### config.mk
export PLATFORM = sky130hd
export DESIGN_NAME = host_port_dma_transfer
export DESIGN_NICKNAME = d
export VERILOG_FILES = /design/src/logic/hostdma_pkg.sv /design/src/logic/sync2.sv /design/src/logic/host_port_dma_transfer.sv
export SDC_FILE = /design/constraint.sdc
export NUM_CORES = 1
export LEC_CHECK = 0
export BUFFER_PORTS_ARGS = -buffer_cell sky130_fd_sc_hd__buf_4
export CAP_MARGIN = 30
export CORE_MARGIN = 1.5
export CORE_UTILIZATION = 40
export CTS_BUF_LIST = sky130_fd_sc_hd__clkbuf_4 sky130_fd_sc_hd__clkbuf_8
export DETAILED_ROUTE_END_ITERATION = 10
export GPL_TIMING_DRIVEN = 0
export PLACE_DENSITY = 0.64
export SLEW_MARGIN = 20
export SYNTH_ARGS = -nofsm -noshare
export SYNTH_HDL_FRONTEND = slang
export SYNTH_SLANG_ARGS = --single-unit
### constraint.sdc
create_clock -name CLK_SYS -period 1.99 [get_ports CLK_SYS]
set_input_delay 0.0995 -clock CLK_SYS [delete_from_list [all_inputs] [get_ports CLK_SYS]]
set_output_delay 0.0995 -clock CLK_SYS [all_outputs]
set_load 0.05 [all_outputs]
### src/logic/hostdma_pkg.sv
// Constants, field layouts and carrier types for the host port DMA block.
// Assumes a 32-bit AXI4-Lite register bus and an 8-bit host byte bus.
package hostdma_pkg;

  // ---------------------------------------------------------------------------
  // Register bus
  // ---------------------------------------------------------------------------
  localparam int         AXI_AW        = 4;
  localparam int         AXI_DW        = 32;
  localparam logic [3:0] DSP_CTRL_OFS  = 4'h0;
  localparam logic [3:0] DSP_STAT_OFS  = 4'h4;
  localparam logic [3:0] DSP_TXW_OFS   = 4'h8;
  localparam logic [3:0] DSP_RXW_OFS   = 4'hC;
  localparam logic [1:0] RESP_OKAY     = 2'h0;
  localparam logic [1:0] RESP_SLVERR   = 2'h2;
  localparam int         CTRL_RXIE_BIT = 0;
  localparam int         CTRL_TXIE_BIT = 1;

  // ---------------------------------------------------------------------------
  // Host byte register selects
  // ---------------------------------------------------------------------------
  localparam logic [2:0] SEL_ICR  = 3'h0;
  localparam logic [2:0] SEL_ISR  = 3'h2;
  localparam logic [2:0] SEL_HIGH = 3'h5;
  localparam logic [2:0] SEL_MID  = 3'h6;
  localparam logic [2:0] SEL_LOW  = 3'h7;

  // ---------------------------------------------------------------------------
  // Reset values
  // ---------------------------------------------------------------------------
  localparam logic [7:0]  ICR_RST  = 8'h00;
  localparam logic [7:0]  BYTE_RST = 8'h00;
  localparam logic [23:0] WORD_RST = 24'h000000;

  // ---------------------------------------------------------------------------
  // Types
  // ---------------------------------------------------------------------------
  typedef enum logic [1:0] {
    WS_OFF = 2'b00,
    WS_24  = 2'b01,
    WS_16  = 2'b10,
    WS_8   = 2'b11
  } word_size_t;

  typedef struct packed {
    logic       init;
    word_size_t word_size;
    logic [2:0] spare;
    logic       tx_request_en;
    logic       rx_request_en;
  } host_int_control_t;

  typedef struct packed {
    logic [7:0] data;
    logic [2:0] sel;
    logic       rd;
  } host_sample_t;

endpackage : hostdma_pkg

### src/logic/sync2.sv
// Two-flop level synchroniser, one per bit.
// Assumes the inputs may change at any time relative to the clock.
module sync2 #(
  parameter int         W       = 1,
  parameter logic [W-1:0] RST_VAL = '1
) (
  input  wire logic         clk,
  input  wire logic         arst_n,
  input  wire logic [W-1:0] din,
  output logic      [W-1:0] dout
);

  logic [W-1:0] meta_r;

  always_ff @(posedge clk or negedge arst_n) begin
    if (!arst_n) begin
      meta_r <= RST_VAL;
      dout   <= RST_VAL;
    end else begin
      meta_r <= din;
      dout   <= meta_r;
    end
  end

endmodule : sync2

### src/logic/host_port_dma_transfer.sv
// DMA transfer logic of a DSP host port: host byte bus on one side,
// DSP word registers over AXI4-Lite on the other.
// Assumes an external DMA controller drives the acknowledge and the host drives the strobe for register access.
//
// Our own choices: the address map and register access over AXI4-Lite.
module host_port_dma_transfer (
  input  wire logic        CLK_SYS,
  input  wire logic        ARST_N,
  input  wire logic [3:0]  S_AXI_AWADDR,
  input  wire logic        S_AXI_AWVALID,
  output logic             S_AXI_AWREADY,
  input  wire logic [31:0] S_AXI_WDATA,
  input  wire logic [3:0]  S_AXI_WSTRB,
  input  wire logic        S_AXI_WVALID,
  output logic             S_AXI_WREADY,
  output logic [1:0]       S_AXI_BRESP,
  output logic             S_AXI_BVALID,
  input  wire logic        S_AXI_BREADY,
  input  wire logic [3:0]  S_AXI_ARADDR,
  input  wire logic        S_AXI_ARVALID,
  output logic             S_AXI_ARREADY,
  output logic [31:0]      S_AXI_RDATA,
  output logic [1:0]       S_AXI_RRESP,
  output logic             S_AXI_RVALID,
  input  wire logic        S_AXI_RREADY,
  output logic             HOST_REQUEST_N,
  input  wire logic        HOST_DMA_ACK_N,
  input  wire logic        HOST_STROBE_N,
  input  wire logic        HOST_READ,
  input  wire logic [2:0]  HOST_REG_SELECT,
  input  wire logic [7:0]  HOST_BYTE_LINES_I,
  output logic      [7:0]  HOST_BYTE_LINES_O,
  output logic             HOST_BYTE_LINES_OE_N,
  output logic             DSP_RX_IRQ,
  output logic             DSP_TX_IRQ
);

  // ---------------------------------------------------------------------------
  // State
  // ---------------------------------------------------------------------------
  hostdma_pkg::host_int_control_t icr_r;
  hostdma_pkg::host_sample_t      smp1_r, smp2_r;
  logic [7:0]  tx_byte_r [hostdma_pkg::SEL_HIGH:hostdma_pkg::SEL_LOW];
  logic [7:0]  rx_byte_r [hostdma_pkg::SEL_HIGH:hostdma_pkg::SEL_LOW];
  logic [23:0] dsp_rx_word_r, dsp_tx_word_r;
  logic [2:0]  cnt_r;
  logic        tx_bytes_empty_r, rx_bytes_full_r, dsp_rx_full_r, dsp_tx_empty_r;
  logic        word_pending_r, req_r, ack_d_r, stb_d_r;
  logic        dsp_rx_irq_en_r, dsp_tx_irq_en_r;
  logic [7:0]  byte_out_r;
  logic        ack_s, stb_s;

  // Strobes crossed in before any flag or counter acts on them
  sync2 #(.W(2), .RST_VAL(2'b11)) u_sync (
    .clk    (CLK_SYS),
    .arst_n (ARST_N),
    .din    ({HOST_DMA_ACK_N, HOST_STROBE_N}),
    .dout   ({ack_s, stb_s})
  );

  // ---------------------------------------------------------------------------
  // Host side decode
  // ---------------------------------------------------------------------------
  wire dma_on   = icr_r.word_size != hostdma_pkg::WS_OFF;
  wire h2d      = dma_on & icr_r.tx_request_en;
  wire d2h      = dma_on & icr_r.rx_request_en;
  wire ack_rise = ack_s & ~ack_d_r;
  wire ack_low  = ~ack_s;
  wire stb_rise = stb_s & ~stb_d_r & ack_s;
  wire at_low   = cnt_r == hostdma_pkg::SEL_LOW;
  wire dma_wr   = ack_rise & h2d;
  wire dma_rd   = ack_rise & d2h;
  wire host_wr  = stb_rise & ~smp2_r.rd;
  wire host_rd  = stb_rise & smp2_r.rd;
  wire sel_byte = smp2_r.sel >= hostdma_pkg::SEL_HIGH;
  wire init_go  = icr_r.init;
  wire icr_wr   = host_wr & (smp2_r.sel == hostdma_pkg::SEL_ICR);

  // First byte address per size, low byte always last
  wire [2:0] first_cnt = (icr_r.word_size == hostdma_pkg::WS_8)  ? hostdma_pkg::SEL_LOW :
                         (icr_r.word_size == hostdma_pkg::WS_16) ? hostdma_pkg::SEL_MID :
                                                                   hostdma_pkg::SEL_HIGH;

  wire       tx_wr_en    = dma_wr | (host_wr & sel_byte);
  wire [2:0] tx_wr_idx   = dma_wr ? cnt_r : smp2_r.sel;
  wire       low_written = tx_wr_en & (tx_wr_idx == hostdma_pkg::SEL_LOW);
  wire       h2d_move    = word_pending_r & ~dsp_rx_full_r;
  wire       d2h_copy    = ~rx_bytes_full_r & ~dsp_tx_empty_r;
  wire       rx_low_read = (dma_rd & at_low) |
                           (host_rd & (smp2_r.sel == hostdma_pkg::SEL_LOW));
  wire       tx_path_ready = tx_bytes_empty_r & ~dsp_rx_full_r;
  wire       dma_drive     = d2h & ~HOST_DMA_ACK_N;
  wire [2:0] out_idx       = dma_drive ? cnt_r : HOST_REG_SELECT;
  wire [7:0] isr_byte      = {~HOST_REQUEST_N, dma_on, 3'h0, tx_path_ready,
                              tx_bytes_empty_r, rx_bytes_full_r};
  wire [7:0] out_byte      = (out_idx >= hostdma_pkg::SEL_HIGH) ? rx_byte_r[out_idx] :
                             (out_idx == hostdma_pkg::SEL_ISR)  ? isr_byte :
                             (out_idx == hostdma_pkg::SEL_ICR)  ? icr_r : 8'h00;

  // ---------------------------------------------------------------------------
  // Host pins
  // ---------------------------------------------------------------------------
  assign HOST_REQUEST_N       = ~(req_r & HOST_DMA_ACK_N);
  assign HOST_BYTE_LINES_O    = byte_out_r;
  assign HOST_BYTE_LINES_OE_N = ~(dma_drive | (~HOST_STROBE_N & HOST_READ & HOST_DMA_ACK_N));

  always_ff @(posedge CLK_SYS or negedge ARST_N) begin
    if (!ARST_N) begin
      smp1_r     <= '0;
      smp2_r     <= '0;
      ack_d_r    <= 1'b1;
      stb_d_r    <= 1'b1;
      byte_out_r <= hostdma_pkg::BYTE_RST;
    end else begin
      // Pins delayed to line up with the synchronised strobes
      smp1_r     <= '{data: HOST_BYTE_LINES_I, sel: HOST_REG_SELECT, rd: HOST_READ};
      smp2_r     <= smp1_r;
      ack_d_r    <= ack_s;
      stb_d_r    <= stb_s;
      byte_out_r <= out_byte;
    end
  end

  // ---------------------------------------------------------------------------
  // Control register and byte registers
  // ---------------------------------------------------------------------------
  always_ff @(posedge CLK_SYS or negedge ARST_N) begin
    if (!ARST_N) begin
      icr_r <= hostdma_pkg::ICR_RST;
    end else if (icr_wr) begin
      icr_r <= smp2_r.data;
    end else begin
      icr_r.init <= 1'b0;
    end
  end

  always_ff @(posedge CLK_SYS or negedge ARST_N) begin
    if (!ARST_N) begin
      tx_byte_r <= '{default: hostdma_pkg::BYTE_RST};
      rx_byte_r <= '{default: hostdma_pkg::BYTE_RST};
    end else begin
      if (tx_wr_en) begin
        tx_byte_r[tx_wr_idx] <= smp2_r.data;
      end
      if (d2h_copy) begin
        {rx_byte_r[hostdma_pkg::SEL_HIGH], rx_byte_r[hostdma_pkg::SEL_MID],
         rx_byte_r[hostdma_pkg::SEL_LOW]} <= dsp_tx_word_r;
      end
    end
  end

  // ---------------------------------------------------------------------------
  // Flags, counter and request
  // ---------------------------------------------------------------------------
  always_ff @(posedge CLK_SYS or negedge ARST_N) begin
    if (!ARST_N) begin
      tx_bytes_empty_r <= 1'b1;
      word_pending_r   <= 1'b0;
      rx_bytes_full_r  <= 1'b0;
    end else begin
      tx_bytes_empty_r <= h2d_move | init_go | (tx_bytes_empty_r & ~low_written);
      word_pending_r   <= low_written | (word_pending_r & ~h2d_move);
      rx_bytes_full_r  <= d2h_copy | (rx_bytes_full_r & ~rx_low_read);
    end
  end

  always_ff @(posedge CLK_SYS or negedge ARST_N) begin
    if (!ARST_N) begin
      cnt_r <= hostdma_pkg::SEL_HIGH;
    end else if (init_go | (d2h_copy & d2h) | (low_written & dma_wr)) begin
      cnt_r <= first_cnt;
    end else if (ack_rise & dma_on & ~at_low) begin
      cnt_r <= 3'(cnt_r + 3'h1);
    end
  end

  always_ff @(posedge CLK_SYS or negedge ARST_N) begin
    if (!ARST_N) begin
      req_r <= 1'b0;
    end else if (!dma_on) begin
      req_r <= 1'b0;
    end else if ((init_go & h2d) | (h2d_move & h2d) | (d2h_copy & d2h)) begin
      req_r <= 1'b1;
    end else if (ack_rise & ~at_low) begin
      req_r <= 1'b1;
    end else if (ack_low) begin
      req_r <= 1'b0;
    end
  end

  // ---------------------------------------------------------------------------
  // AXI4-Lite slave
  // ---------------------------------------------------------------------------
  logic        aw_hold_r, w_hold_r, bvalid_r, rvalid_r;
  logic [3:0]  aw_addr_r, w_strb_r;
  logic [31:0] w_data_r, rdata_r;
  logic [1:0]  bresp_r, rresp_r;

  wire aw_fire = S_AXI_AWVALID & S_AXI_AWREADY;
  wire w_fire  = S_AXI_WVALID & S_AXI_WREADY;
  wire ar_fire = S_AXI_ARVALID & S_AXI_ARREADY;
  wire wr_do   = aw_hold_r & w_hold_r & ~bvalid_r;
  wire wr_ctrl = wr_do & (aw_addr_r == hostdma_pkg::DSP_CTRL_OFS);
  wire wr_txw  = wr_do & (aw_addr_r == hostdma_pkg::DSP_TXW_OFS);
  wire wr_ok   = wr_ctrl | wr_txw;
  wire rd_rxw  = ar_fire & (S_AXI_ARADDR == hostdma_pkg::DSP_RXW_OFS);
  wire rd_ok   = (S_AXI_ARADDR == hostdma_pkg::DSP_CTRL_OFS) |
                 (S_AXI_ARADDR == hostdma_pkg::DSP_STAT_OFS) |
                 (S_AXI_ARADDR == hostdma_pkg::DSP_TXW_OFS) |
                 (S_AXI_ARADDR == hostdma_pkg::DSP_RXW_OFS);
  wire [31:0] rd_mux =
    (S_AXI_ARADDR == hostdma_pkg::DSP_CTRL_OFS) ? {30'h0, dsp_tx_irq_en_r, dsp_rx_irq_en_r} :
    (S_AXI_ARADDR == hostdma_pkg::DSP_STAT_OFS) ? {29'h0, dma_on, dsp_tx_empty_r, dsp_rx_full_r} :
    (S_AXI_ARADDR == hostdma_pkg::DSP_RXW_OFS)  ? {8'h0, dsp_rx_word_r} : 32'h0;
  wire [23:0] txw_merge = {w_strb_r[2] ? w_data_r[23:16] : dsp_tx_word_r[23:16],
                           w_strb_r[1] ? w_data_r[15:8] : dsp_tx_word_r[15:8],
                           w_strb_r[0] ? w_data_r[7:0] : dsp_tx_word_r[7:0]};

  assign S_AXI_AWREADY = ~aw_hold_r & ~bvalid_r;
  assign S_AXI_WREADY  = ~w_hold_r & ~bvalid_r;
  assign S_AXI_ARREADY = ~rvalid_r;
  assign S_AXI_BVALID  = bvalid_r;
  assign S_AXI_BRESP   = bresp_r;
  assign S_AXI_RVALID  = rvalid_r;
  assign S_AXI_RDATA   = rdata_r;
  assign S_AXI_RRESP   = rresp_r;

  always_ff @(posedge CLK_SYS or negedge ARST_N) begin
    if (!ARST_N) begin
      aw_hold_r <= 1'b0;
      w_hold_r  <= 1'b0;
      aw_addr_r <= hostdma_pkg::DSP_CTRL_OFS;
      w_data_r  <= 32'h0;
      w_strb_r  <= 4'h0;
      bvalid_r  <= 1'b0;
      bresp_r   <= hostdma_pkg::RESP_OKAY;
    end else begin
      if (aw_fire) begin
        aw_hold_r <= 1'b1;
        aw_addr_r <= S_AXI_AWADDR;
      end
      if (w_fire) begin
        w_hold_r <= 1'b1;
        w_data_r <= S_AXI_WDATA;
        w_strb_r <= S_AXI_WSTRB;
      end
      if (wr_do) begin
        aw_hold_r <= 1'b0;
        w_hold_r  <= 1'b0;
        bvalid_r  <= 1'b1;
        bresp_r   <= wr_ok ? hostdma_pkg::RESP_OKAY : hostdma_pkg::RESP_SLVERR;
      end else if (S_AXI_BREADY) begin
        bvalid_r <= 1'b0;
      end
    end
  end

  always_ff @(posedge CLK_SYS or negedge ARST_N) begin
    if (!ARST_N) begin
      rvalid_r <= 1'b0;
      rdata_r  <= 32'h0;
      rresp_r  <= hostdma_pkg::RESP_OKAY;
    end else if (ar_fire) begin
      rvalid_r <= 1'b1;
      rdata_r  <= rd_mux;
      rresp_r  <= rd_ok ? hostdma_pkg::RESP_OKAY : hostdma_pkg::RESP_SLVERR;
    end else if (S_AXI_RREADY) begin
      rvalid_r <= 1'b0;
    end
  end

  // ---------------------------------------------------------------------------
  // DSP word registers and exceptions
  // ---------------------------------------------------------------------------
  always_ff @(posedge CLK_SYS or negedge ARST_N) begin
    if (!ARST_N) begin
      dsp_rx_irq_en_r <= 1'b0;
      dsp_tx_irq_en_r <= 1'b0;
      dsp_tx_word_r   <= hostdma_pkg::WORD_RST;
      dsp_rx_word_r   <= hostdma_pkg::WORD_RST;
      dsp_tx_empty_r  <= 1'b1;
      dsp_rx_full_r   <= 1'b0;
    end else begin
      if (wr_ctrl & w_strb_r[0]) begin
        dsp_rx_irq_en_r <= w_data_r[hostdma_pkg::CTRL_RXIE_BIT];
        dsp_tx_irq_en_r <= w_data_r[hostdma_pkg::CTRL_TXIE_BIT];
      end
      if (wr_txw) begin
        dsp_tx_word_r <= txw_merge;
      end
      if (h2d_move) begin
        dsp_rx_word_r <= {tx_byte_r[hostdma_pkg::SEL_HIGH], tx_byte_r[hostdma_pkg::SEL_MID],
                          tx_byte_r[hostdma_pkg::SEL_LOW]};
      end
      dsp_tx_empty_r <= d2h_copy | (dsp_tx_empty_r & ~wr_txw);
      dsp_rx_full_r  <= h2d_move | (dsp_rx_full_r & ~rd_rxw);
    end
  end

  assign DSP_RX_IRQ = dsp_rx_full_r & dsp_rx_irq_en_r;
  assign DSP_TX_IRQ = dsp_tx_empty_r & dsp_tx_irq_en_r;
endmodule : host_port_dma_transfer

==> results of run 1 <==
sequential cells by signal, indices dropped and copies added, names as in the netlist, 2 cells and up:
name / flops
w_data_r: 24
u_sync.dout: 2
S_AXI_RDATA: 24
cnt_r: 3
HOST_BYTE_LINES_O: 8
u_sync.meta_r: 2
dsp_tx_word_r: 24
tx_byte_r: 24
w_strb_r: 3
dsp_rx_word_r: 24
smp1_r: 12
icr_r: 7
smp2_r: 12
aw_addr_r: 4
rx_byte_r: 24
repair_timing:
action	CTS	global route
pin swaps	1	3
cloned	0	0
gates resized for setup	7	18
buffers inserted	2	4
hold endpoints to repair	255	0
setup endpoints to repair	46	45
hold buffers	53	0
through the flow:
| step | instances | total power, uW | util [%] | hold slack, ns | setup TNS [ns] |
|---|---|---|---|---|---|
| 2_1_floorplan | 554 | 7930 | - | -0.196 | 0 |
| 3_3_place_gp | 921 | 8690 | 46.4 | 0.211 | -120.03 |
| 3_5_place_dp | 923 | 8840 | 46.7 | 0.0596 | -2.32 |
| 4_1_cts | 1040 | 12900 | 53.2 | 0.112 | 0 |
| 5_1_grt | 1044 | 13600 | 53.7 | 0.150 | 0 |
| 6_report | 1044 | 12800 | 53.7 | 0.117 | 0 |
per-layer routing:
metal / track usage, % / part of all wire, % / wire length (um)
met5: 0 / 0 / 0
met4: 6.36 / 2.4 / 399
met3: 3.07 / 4.0 / 661
met2: 27.2 / 51 / 8420
met1: 20.8 / 43 / 7190
cells by family after synthesis:
family                   count (synthesis)  share of synthesized area, %
XOR/XNOR                                 1                         0.106
AND/OR/NAND/NOR                         72                          4.86
adder cells (fa/ha/maj)                  2                         0.303
other                                    1                        0.0454
multiplexers                           160                          21.6
buffers and inverters                   36                          2.41
flip-flops                             214                          64.9
AO/OA/AOI/OAI                           59                          5.78
cell usage in the layout (no fill, tap or decap), drive strengths merged, types with 11 or more instances in the layout:
| master | n |
|---|---|
| a22o | 23 |
| mux2 | 142 |
| clkbuf | 65 |
| dlygate4sd3 | 53 |
| nor2 | 13 |
| dfrtp | 204 |
| buf | 128 |
| nand2 | 18 |
| o21ai | 11 |
| mux2i | 18 |
where the power goes:
| group | leakage, uW | total [uW] | internal [uW] | switching [uW] |
|---|---|---|---|---|
| Sequential | 0.00276 | 6200 | 5480 | 722 |
| Combinational | 0.00209 | 2730 | 1430 | 1300 |
| Clock | 0.000396 | 3920 | 2300 | 1620 |
worst max path at each step:
stage	start	endpoint	slack, ns
6_report	icr_r[5]	HOST_BYTE_LINES_OE_N	0.08
5_1_grt	icr_r[6]	HOST_BYTE_LINES_O[3]	0.008
4_1_cts	icr_r[5]	HOST_BYTE_LINES_O[1]	0.01
3_5_place_dp	icr_r[5]	tx_byte_r[8]	-0.12
3_3_place_gp	ARST_N	S_AXI_BVALID	-0.79
2_1_floorplan	S_AXI_RVALID	S_AXI_RDATA[10]	0.06
worst reg2reg max path, cell delays in order (launching register included):
cell and delay [ns]:
dfrtp_1 0.45, nor3b_4 0.28, mux2_2 0.41, buf_4 0.20, mux2i_1 0.15, o21ai_0 0.29
layout make-up:
cell class                 count  area [um^2]  share of cell area [%]
buffer                        30          189                    1.74
clock buffer                  58          686                    6.31
clock inverter                 4         45.0                   0.415
inverter                       6         26.3                   0.242
multi-input combinational    304         2820                    26.0
sequential                   214         5370                    49.5
tap                          270          338                    3.11
timing repair buffer         158         1380                    12.7
==> results.md, run 1 <==
Floorplanning:
- The total I/O pin count is 118.
- The floorplan step defined a core boundary enclosing 0.0202 mm^2.
- The initial cell density of the core is 40.9%.
- The die is 147 um wide.
- Measured along the y axis, the die boundary spans 147 um.
- The die area is 0.0215 mm^2.
- The floorplan has 52 rows.

Logic synthesis:
- For this run, the number of Yosys warnings is 0.
- The most instantiated library cell after synthesis is dfrtp_1.
- Synthesis produced a netlist whose cell count is 545.
- The mapped netlist covers 0.00827 mm^2.
- The biggest area contributor in the post-synthesis netlist is dfrtp_1.
- Counting instances in the post-synthesis netlist gives the leading cell types as 204 x dfrtp_1, 140 x mux2_2, 23 x a22o_1, 18 x mux2i_1, 15 x nand2_1.
- The per-instance average area after synthesis is 15.2 um^2.
- The portion of synthesized cell area occupied by the leading cell type is 61.8%.
- In the post-synthesis netlist, the biggest area contributors are dfrtp_1 62%, mux2_2 19%, dfstp_2 3.2%.
- The register area share after synthesis is 64.9%.
- Among all flip-flop cells after synthesis, the most frequent one is dfrtp_1.
- The number of flops mapped to enable cells by yosys is 0.
- After synthesis the netlist holds a flip-flop and latch count of 214.
- Counting flops with an async set or reset pin after synthesis yields a share of 100%.
- Yosys mapped the design onto 47 distinct sky130hd cell types.

Detailed routing:
- The number of violations reported at the end of detailed-routing iteration 0 is 223.
- The average wire per cell in the routed design is 16.0 um.
- The number of vias in the routed layout is 5058.
- Dividing the detail-routed via count by the number of cells gives 4.84.
- Once detail routing completed, the nets flagged for antenna violations numbered 0.
- After detailed routing, the number of remaining DRC violations is 0.
- The number of detailed-route iterations in the first pass is 4.
- The final wirelength is 16700 um.

Worst setup path:
- Measured in cells, the most critical reg-to-reg path has a length of 5.
- In this design, the critical path's most frequently occurring cell is buf_4.
- The worst endpoint required time is 1.89 ns.
- The worst-path cell with the longest stage delay is dfrtp_2.
- The critical path depth is 5.
- In this design, the largest share of critical-path delay is due to flip-flops.
- The endpoint identified for the worst register-to-register timing path is HOST_BYTE_LINES_O[3].
- For this run, the slowest stage of the critical path takes 0.43 ns.
- In this run the critical register-to-register path is launched from icr_r[0].
- Along the worst path, the maximum fanout reaches 10.
- The number of buffers and inverters on the critical path is 2.
- The kind of critical path is reg2out.
- Walking the worst path, the cells encountered are nor2_4 -> nor3b_4 -> buf_4 -> a31oi_1 -> buf_4.
- The slack of the worst reg-to-reg path is 0.10 ns.
- The kind of end point of the critical path is an output port.
- Data arrives at the worst endpoint at 1.81 ns.
- The worst setup path is launched from a flip-flop.

Clock tree:
- The clock tree root driver cell is clkbuf_8.
- The buffer levels on the longest clock path is 3.
- CTS saw 214 sinks.
- In this run, CTS created clock tree buffers numbering 36.
- TritonCTS built the clock tree.
- The later pin in the worst-skew pair is clocked with a latency of 0.51 ns.
- After clock tree synthesis, the clock-pin slew on the worst setup and hold paths is 0.06 ns.
- The H-tree depth is 2.

Outcome:
- The flow ran to the end, and the final reports show no timing, DRC or antenna violations.

Global routing:
- The number of global-route vias before repair was 5376.
- The first global-routing pass estimated 27600 um of wire.
- Across every metal layer, demand over resource in global routing totals 16.2%.
- The initial antenna violation count is 0.
- Global routing finished with a remaining overflow of 0.
- Entering global routing, the biggest net connects 80 pins.

Layout:
- The total non-filler cell area in the finished layout is 0.0109 mm^2.
- The area growth from synthesis to layout is 31.4%.
- The number of fill cells is 1724.
- The repair_antennas step left the layout with diodes totalling 0.
- The fraction of layout instances using a drive strength above 1 is 47.5%.
- At the end of the flow, the number of nets in the layout was 817.

Timing:
- The worst max-slew margin expressed relative to the limit is 63.8%.
- The slew at the pin closest to its max-slew limit is 0.543 ns.
- The setup clock skew after layout is 0.0173 ns.
- The number of max-slew violations in the final report is 0.
- In the post-route analysis, the smallest setup slack over all paths is 0.0848 ns.
- The worst path uses 95.7% of the clock period.
- The worst path needs 1.91 ns of the cycle, external delays included.
- Setup violations remaining at the end of the flow were counted as 0.
- The final number of hold-violating endpoints was 0.
- Setup repair after global routing left no endpoint under its margin.
- For this run, the top clock speed supported by timing is 0.525 GHz.

Place:
- In this run the cell area measured after placement is 0.00945 mm^2.
- The count of buffers inserted at the top-level ports is 97.
- The HPWL after detailed placement is 11500 um.
- The final RePlAce weighted congestion is 0.815.
- The post-placement setup slack is -0.122 ns.

Min path:
- The path category of the worst min-delay check is in2async.

Power and ir drop:
- The maximum vdd drop is 0.944 mV.
- For this design the static power due to leakage is 0.00525 uW.
- The power density of the placed cells is 1180 mW/mm^2.

Flow run:
- The tool flagged a number of max-cap violations equal to 0.
Note: power is estimated with default switching activity, not from simulation.
==> run 2: changes to the inputs <==
--- a/config.mk
+++ b/config.mk
@@ -8,11 +8,11 @@
 export BUFFER_PORTS_ARGS = -buffer_cell sky130_fd_sc_hd__buf_4
 export CAP_MARGIN = 30
 export CORE_MARGIN = 1.5
-export CORE_UTILIZATION = 40
+export CORE_UTILIZATION = 35
 export CTS_BUF_LIST = sky130_fd_sc_hd__clkbuf_4 sky130_fd_sc_hd__clkbuf_8
 export DETAILED_ROUTE_END_ITERATION = 10
 export GPL_TIMING_DRIVEN = 0
-export PLACE_DENSITY = 0.64
+export PLACE_DENSITY = 0.58
 export SLEW_MARGIN = 20
 export SYNTH_ARGS = -nofsm -noshare
 export SYNTH_HDL_FRONTEND = slang
==> run 2 against run 1 <==
Effect of this change: core utilization is 6.4 points lower; clock power is 9.7% higher; clock skew increased by 0.0092 ns; power up 3.1%.
==> results.md, run 2 (synthesis gave the netlist of run 1 again) <==
Timing:
- The count of final setup violators was 0 (unchanged).
- The setup clock skew after layout is 0.0265 ns (was 0.0173 ns).
- The slew at the pin closest to its max-slew limit is 0.511 ns (was 0.543 ns).
- Setup repair after global routing missed its margin: no (unchanged).
- The final total negative setup slack is 0 ns (unchanged).
- The setup slack after layout is 0.0950 ns (was 0.0848 ns).
- The worst max-slew margin expressed relative to the limit is 65.9% (was 63.8%).
- The clock period minus worst slack is 1.90 ns (was 1.91 ns).
- The final number of hold-violating endpoints came to 0 (unchanged).
- The share of the clock period used by the worst path is 95.2% (was 95.7%).
- The number of max-slew violations in the final report was 0 (unchanged).
- The maximum frequency from static timing analysis was 0.528 GHz (was 0.525 GHz).

Power and ir drop:
- The fraction of power spent switching nets came to 28.7% (was 28.3%).
- The power density of the placed cells was 1200 mW/mm^2 (was 1180 mW/mm^2).
- The portion of total power attributed to combinational logic is 20.6% (was 21.2%).
- The maximum vdd drop came to 0.828 mV (was 0.944 mV).
- The fraction of power consumed by sequential logic is 46.9% (was 48.3%).
- The leakage power figure came to 0.00531 uW (was 0.00525 uW).
- The net switching power is 3800 uW (was 3640 uW).
- The clock network fraction of total power was 32.5% (was 30.5%).
- The overall power is 13200 uW (was 12800 uW).
- The design internal power is 9440 uW (was 9210 uW).

Layout:
- The fraction of layout instances using a drive strength above 1 is 48.2% (was 47.5%).
- The final layout net count is 821 (was 817).
- The number of antenna cells inserted came to 0 (unchanged).
- The commonest non-fill, non-tap cell in the layout is dfrtp_1 (unchanged).
- The layout overhead on the synthesized area came to 33.3% (was 31.4%).
- Most frequent cells in the layout: 200 x dfrtp_1, 140 x mux2_2, 115 x buf_4 (was 200 x dfrtp_1, 140 x mux2_2, 113 x buf_4).
- The number of fill cells is 2092 (was 1724).

Worst setup path:
- The slack of the worst reg-to-reg path is 0.09 ns (was 0.10 ns).
- The source of the worst register-to-register timing path is S_AXI_BVALID (was icr_r[0]).
- The kind of end point of the critical path is a flip-flop (was output port).
- The highest fanout seen on the critical path came to 8 (was 10).
- The terminus of the critical flop-to-flop path is dsp_tx_word_r[15] (was HOST_BYTE_LINES_O[3]).
- The launching element type of the critical path is a flip-flop (unchanged).
- The kind of critical path was reg2reg (was reg2out).
- The worst endpoint required time is 2.39 ns (was 1.89 ns).
- The number of cells traversed by the worst register-to-register path is 6 (was 5).
- The data arrival at the endpoint of the critical path was 2.29 ns (was 1.81 ns).
- The launch point of the critical path is S_AXI_BVALID (was icr_r[5]).
- The endpoint of the most critical setup path is dsp_tx_word_r[15] (was HOST_BYTE_LINES_OE_N).

Detailed routing:
- The detailed-routed wire length on met2 is 8480 um (was 8420 um).
- The number of detailed-route iterations in the first pass is 4 (unchanged).
- The number of violations reported at the end of detailed-routing iteration 0 was 202 (was 223).
- The total length of routed met3 wires is 1020 um (was 661 um).
- The post-detailed-route count of antenna-violating nets is 0 (unchanged).
- The final wirelength came to 17300 um (was 16700 um).
- The met1 layer wirelength in the final routing came to 7380 um (was 7190 um).
- The top metal layer carrying routed signals is met4 (unchanged).
- The mean number of vias per cell was 4.63 (was 4.84).
- The average wire per cell in the routed design is 15.7 um (was 16.0 um).
- The number of vias in the routed layout came to 5107 (was 5058).
- The remaining routing DRC violations is 0 (unchanged).

Clock tree:
- The H-tree depth is 2 (unchanged).
- The worst-skew pair later-pin latency is 0.52 ns (was 0.51 ns).
- The CTS tree is yes (unchanged).
- The number of clock sinks is 214 (unchanged).
- The number of clock buffers inserted by TritonCTS is 38 (was 36).
- The buffer levels on the longest clock path was 3 (unchanged).
- The clock-pin transition on the worst setup and hold timing paths came to 0.06 ns (about the same).
- The clock tree root driver cell is clkbuf_8 (unchanged).

Floorplanning:
- The total I/O pin count is 118 (unchanged).
- The initial cell density of the core came to 35.4% (was 40.9%).
- The die area is 0.0246 mm^2 (was 0.0215 mm^2).
- The placeable core region is 0.0233 mm^2 (was 0.0202 mm^2).
- The width of the die is 157 um (was 147 um).
- The number of rows in the core area is 56 (was 52).
- The chip height is 157 um (was 147 um).

Place:
- The half-perimeter wire length of the detailed placement result was 11900 um (was 11500 um).
- The post-placement setup slack is -0.122 ns (about the same).
- The count of buffers inserted at the top-level ports is 97 (unchanged).
- The final RePlAce weighted congestion was 0.800 (was 0.815).

Global routing:
- The wire length of the first global-routing pass is 28200 um (was 27600 um).
- The initial antenna violation count is 0 (unchanged).
- The total routing usage reported by global routing is 14.7% (was 16.2%).
- The largest net degree at the start of global routing is 102 (was 80).
- The number of global-route vias before repair came to 5443 (was 5376).
- The total global routing overflow was 0 (unchanged).

Outcome:
- Result of the run: completed (unchanged).

Flow run:
- The reported max-cap violation count came to 0 (unchanged).

Min path:
- The path category of the worst min-delay check is in2async (unchanged).
[run 2: power by group through the flow]
| stage | Clock [uW] | Combinational [uW] | Sequential [uW] |
|---|---|---|---|
| finish | 4300 | 2730 | 6200 |
| global route | 4680 | 2980 | 6370 |
| CTS | 4440 | 2720 | 6210 |
| detailed placement | 0 | 2610 | 6270 |
| global placement | 0 | 2500 | 6210 |
| floorplan | 0 | 1740 | 6190 |
[run 2: critical path: stages (launching register included)]
cell      delay, ns
dfrtp_2        0.45
nand3b_1       0.23
nor4_4         0.30
and2_1         0.17
clkbuf_4       0.20
nand2_4        0.11
mux2_1         0.32
[run 2: layout make-up]
class	count	area (um^2)	share of cell area (%)
inverters	6	26.3	0.239
multi-input cells	304	2800	25.4
repair buffers	160	1400	12.7
clock inverters	11	82.6	0.750
plain buffers	30	185	1.68
flip-flops and latches	214	5370	48.8
well taps	319	399	3.62
clock buffers	59	749	6.80
[run 2: metal layers]
metal	global-route usage (%)	vias up
li1	-	2380
met1	18.3	2545
met2	24.5	145
met3	4.04	37
met4	5.17	0
met5	0	-
[run 2: worst min-delay path by stage]
stage | start | slack, ns | endpoint
2_1_floorplan | ARST_N | -0.20 | HOST_BYTE_LINES_O[0]
3_3_place_gp | HOST_BYTE_LINES_I[5] | 0.21 | smp1_r[9]
3_5_place_dp | ARST_N | -0.03 | dsp_rx_word_r[7]
4_1_cts | ARST_N | 0.006 | dsp_rx_word_r[15]
5_1_grt | S_AXI_ARADDR[2] | 0.02 | S_AXI_RDATA[2]
6_report | ARST_N | 0.03 | dsp_rx_word_r[8]
[run 2: timing repair]
action	in CTS	in global routing
buffers inserted	4	6
pin swaps	1	3
hold buffers	51	0
endpoints found under the setup margin	45	38
gates resized for setup	6	12
endpoints found under the hold margin	260	0
[run 2: through the flow]
step	utilization (%)	instance area, um^2	hold WS, ns	std cells
finish	47.2	11000	0.0304	1103
global route	47.2	11000	0.0237	1103
CTS	46.8	10900	0.00624	1097
detailed placement	40.7	9510	-0.0267	972
global placement	40.5	9440	0.212	970
floorplan	-	8320	-0.196	554
==> run 3: changes to the inputs <==
--- a/config.mk
+++ b/config.mk
@@ -9,7 +9,6 @@
 export CAP_MARGIN = 30
 export CORE_MARGIN = 1.5
 export CORE_UTILIZATION = 35
-export CTS_BUF_LIST = sky130_fd_sc_hd__clkbuf_4 sky130_fd_sc_hd__clkbuf_8
 export DETAILED_ROUTE_END_ITERATION = 10
 export GPL_TIMING_DRIVEN = 0
 export PLACE_DENSITY = 0.58
==> run 3 against run 2 <==
Effect of this change: count of clock-buffer cells in the layout shrank 23; hold slack better by 0.0076 ns; flip-flop and latch count stayed put; worst setup slack got worse by 0.0096 ns; sequential share of layout area is 0.62 points higher; clock power down 7.4%; largest cell class unchanged; clock skew shrank 0.015 ns; via count down 3.4%; fmax down 0.50%; core utilization decreased by 0.59 points; global-route usage fell by 0.40 points.
==> results.md, run 3 (synthesis gave the netlist of run 1 again) <==
Floorplanning:
- The total I/O pin count is 118 (unchanged).
- The placeable core region was 0.0233 mm^2 (unchanged).
- The width of the die came to 157 um (unchanged).
- The number of rows in the core area is 56 (unchanged).
- The chip height is 157 um (unchanged).
- The die area was 0.0246 mm^2 (unchanged).
- The initial cell density of the core is 35.4% (unchanged).

Place:
- The final RePlAce weighted congestion is 0.800 (unchanged).
- The count of buffers inserted at the top-level ports is 97 (unchanged).
- The number of cells in the design after placement is 972 (unchanged).
- The half-perimeter wire length of the detailed placement result is 11900 um (unchanged).
- The post-placement setup slack is -0.122 ns (unchanged).

Power and ir drop:
- The portion of total power attributed to combinational logic is 21.0% (was 20.6%).
- The fraction of power consumed by sequential logic is 48.1% (was 46.9%).
- The maximum vdd drop was 0.775 mV (was 0.828 mV).
- The fraction of power spent switching nets is 28.3% (was 28.7%).
- The net switching power is 3650 uW (was 3800 uW).
- The design internal power is 9240 uW (was 9440 uW).
- The leakage power figure was 0.00521 uW (was 0.00531 uW).
- The power density of the placed cells is 1190 mW/mm^2 (was 1200 mW/mm^2).
- The clock network fraction of total power came to 30.9% (was 32.5%).
- The overall power was 12900 uW (was 13200 uW).

Worst setup path:
- The source of the worst register-to-register timing path is S_AXI_BVALID (unchanged).
- The kind of end point of the critical path was a flip-flop (unchanged).
- The launching element type of the critical path was a flip-flop (unchanged).
- The stage delay of the slowest cell on the critical path is 0.45 ns (about the same).
- The terminus of the critical flop-to-flop path was dsp_tx_word_r[15] (unchanged).
- The worst endpoint required time came to 2.37 ns (was 2.39 ns).
- The critical path buffer and inverter count is 1 (unchanged).
- The worst-path cell with the longest stage delay is dfrtp_2 (unchanged).
- The kind of critical path is reg2reg (unchanged).
- Ordered cell list for the critical path: nand3b_1 -> nor4_4 -> and2_1 -> buf_4 -> nand2_4 -> mux2_1 (was nand3b_1 -> nor4_4 -> and2_1 -> clkbuf_4 -> nand2_4 -> mux2_1).
- The number of cells traversed by the worst register-to-register path is 6 (unchanged).
- The highest fanout seen on the critical path is 8 (unchanged).
- The slack of the worst reg-to-reg path is 0.09 ns (about the same).
- The data arrival at the endpoint of the critical path was 2.28 ns (was 2.29 ns).
- The cell family with the largest share of critical-path delay is simple AND/OR/NAND/NOR gates (unchanged).

Min path:
- The launch instance of the worst min-delay path is S_AXI_ARADDR[2].
- Counting instances, the worst hold path has a depth of 3.
- The path category of the worst min-delay check is in2reg (was in2async).
- The path with the worst hold slack has its endpoint at S_AXI_RDATA[2].

Detailed routing:
- The number of detailed-route iterations in the first pass is 4 (unchanged).
- The mean number of vias per cell is 4.60 (was 4.63).
- The number of vias in the routed layout is 4931 (was 5107).
- The average wire per cell in the routed design is 15.9 um (was 15.7 um).
- The number of violations reported at the end of detailed-routing iteration 0 is 236 (was 202).
- The post-detailed-route count of antenna-violating nets came to 0 (unchanged).
- The final wirelength came to 17000 um (was 17300 um).
- The remaining routing DRC violations is 0 (unchanged).

Layout:
- The final layout net count was 804 (was 821).
- The final instance count without filler cells is 1072 (was 1103).
- Most frequent cells in the layout: 200 x dfrtp_1, 140 x mux2_2, 114 x buf_4 (was 200 x dfrtp_1, 140 x mux2_2, 115 x buf_4).
- The number of fill cells is 2105 (was 2092).
- The number of antenna cells inserted is 0 (unchanged).
- The fraction of layout instances using a drive strength above 1 came to 45.0% (was 48.2%).
- The layout overhead on the synthesized area is 31.6% (was 33.3%).
- The commonest non-fill, non-tap cell in the layout is dfrtp_1 (unchanged).

Timing:
- Setup repair after global routing missed its margin: no (unchanged).
- The share of the clock period used by the worst path is 95.7% (was 95.2%).
- The final total negative setup slack is 0 ns (unchanged).
- The tightest hold margin was 0.0380 ns (was 0.0304 ns).
- The setup slack after layout is 0.0854 ns (was 0.0950 ns).
- The slew at the pin closest to its max-slew limit is 0.640 ns (was 0.511 ns).
- The worst max-slew margin expressed relative to the limit is 57.2% (was 65.9%).
- The setup clock skew after layout is 0.0114 ns (was 0.0265 ns).
- The number of max-slew violations in the final report is 0 (unchanged).
- The clock period minus worst slack is 1.90 ns (about the same).
- The final number of hold-violating endpoints came to 0 (unchanged).
- The count of final setup violators is 0 (unchanged).
- The maximum frequency from static timing analysis is 0.525 GHz (was 0.528 GHz).

Clock tree:
- The number of clock buffers inserted by TritonCTS is 23 (was 38).
- The worst-skew pair later-pin latency came to 0.50 ns (was 0.52 ns).
- The CTS tree is yes (unchanged).
- The buffer levels on the longest clock path came to 3 (unchanged).
- The clock tree root driver cell is clkbuf_16 (was clkbuf_8).
- The clock-pin transition on the worst setup and hold timing paths is 0.06 ns (about the same).
- The H-tree depth is 1 (was 2).
- The number of clock sinks is 214 (unchanged).

Global routing:
- The wire length of the first global-routing pass is 27600 um (was 28200 um).
- The largest net degree at the start of global routing is 102 (unchanged).
- The total global routing overflow is 0 (unchanged).
- The number of global-route vias before repair is 5290 (was 5443).
- The initial antenna violation count is 0 (unchanged).
- The total routing usage reported by global routing is 14.3% (was 14.7%).

Outcome:
- Result of the run: completed (unchanged).

Flow run:
- The reported max-cap violation count is 0 (unchanged).
[run 3: cell types whose count changed in the layout (fill, tap and decap cells not counted), moves of 5 or more]
cell	before	now
clkbuf_4	11	0
clkbuf_8	49	6
clkinv_2	9	4
clkbuf_16	0	23
clkbuf_1	6	13
[run 3: through the flow]
step	util (%)	cell area, um^2
6_report	46.6	10900
5_1_grt	46.6	10900
4_1_cts	46.2	10800
3_5_place_dp	40.7	9510
3_3_place_gp	40.5	9440
2_1_floorplan	-	8320
[run 3: tightest hold or removal path: stages]
cell and delay, ns:
clkbuf_1 0.18, nand3_1 0.12, o21ai_0 0.08
[run 3: worst max-delay path by stage]
| stage | cells past startpoint | startpoint | slack (ns) | to |
|---|---|---|---|---|
| after floorplan | 6 | S_AXI_RVALID | 0.06 | S_AXI_RDATA[10] |
| after CTS | 6 | icr_r[5] | 0.02 | HOST_BYTE_LINES_O[4] |
| final | 6 | S_AXI_BVALID | 0.09 | dsp_tx_word_r[15] |
| after detailed placement | 6 | icr_r[5] | -0.12 | tx_byte_r[14] |
| after global routing | 3 | rx_bytes_full_r | 0.0003 | rx_byte_r[21] |
| after global placement | 1 | ARST_N | -0.76 | S_AXI_BVALID |
[run 3: metal layers]
| metal | part of all wire, % | vias up | track usage [%] |
|---|---|---|---|
| met5 | 0 | - | 0 |
| li1 | - | 2333 | - |
| met2 | 49 | 131 | 24.1 |
| met4 | 2.4 | 0 | 4.04 |
| met1 | 43 | 2438 | 18.4 |
| met3 | 6.0 | 29 | 3.27 |
[run 3: power by group through the flow]
stage	sequential [uW]	clock (uW)	combinational [uW]
3_5_place_dp	6270	0	2610
5_1_grt	6360	4310	2960
4_1_cts	6210	4110	2710
2_1_floorplan	6190	0	1740
6_report	6200	3980	2710
3_3_place_gp	6210	0	2500
[run 3: cell type report]
cell class / count / area (um^2) / share of cell area [%]
flip-flops and latches: 214 / 5370 / 49.4
multi-input cells: 304 / 2800 / 25.7
repair buffers: 158 / 1390 / 12.7
clock buffers: 36 / 684 / 6.29
well taps: 319 / 399 / 3.67
plain buffers: 30 / 185 / 1.70
clock inverters: 5 / 28.8 / 0.265
inverters: 6 / 26.3 / 0.242
[run 3: repair_timing]
item / 4_1_cts / 5_1_grt
buffers inserted: 2 / 6
setup endpoints to repair: 45 / 44
pin swaps: 0 / 3
gates resized for setup: 6 / 12
hold buffers: 51 / 0
endpoints found under the hold margin: 260 / 0
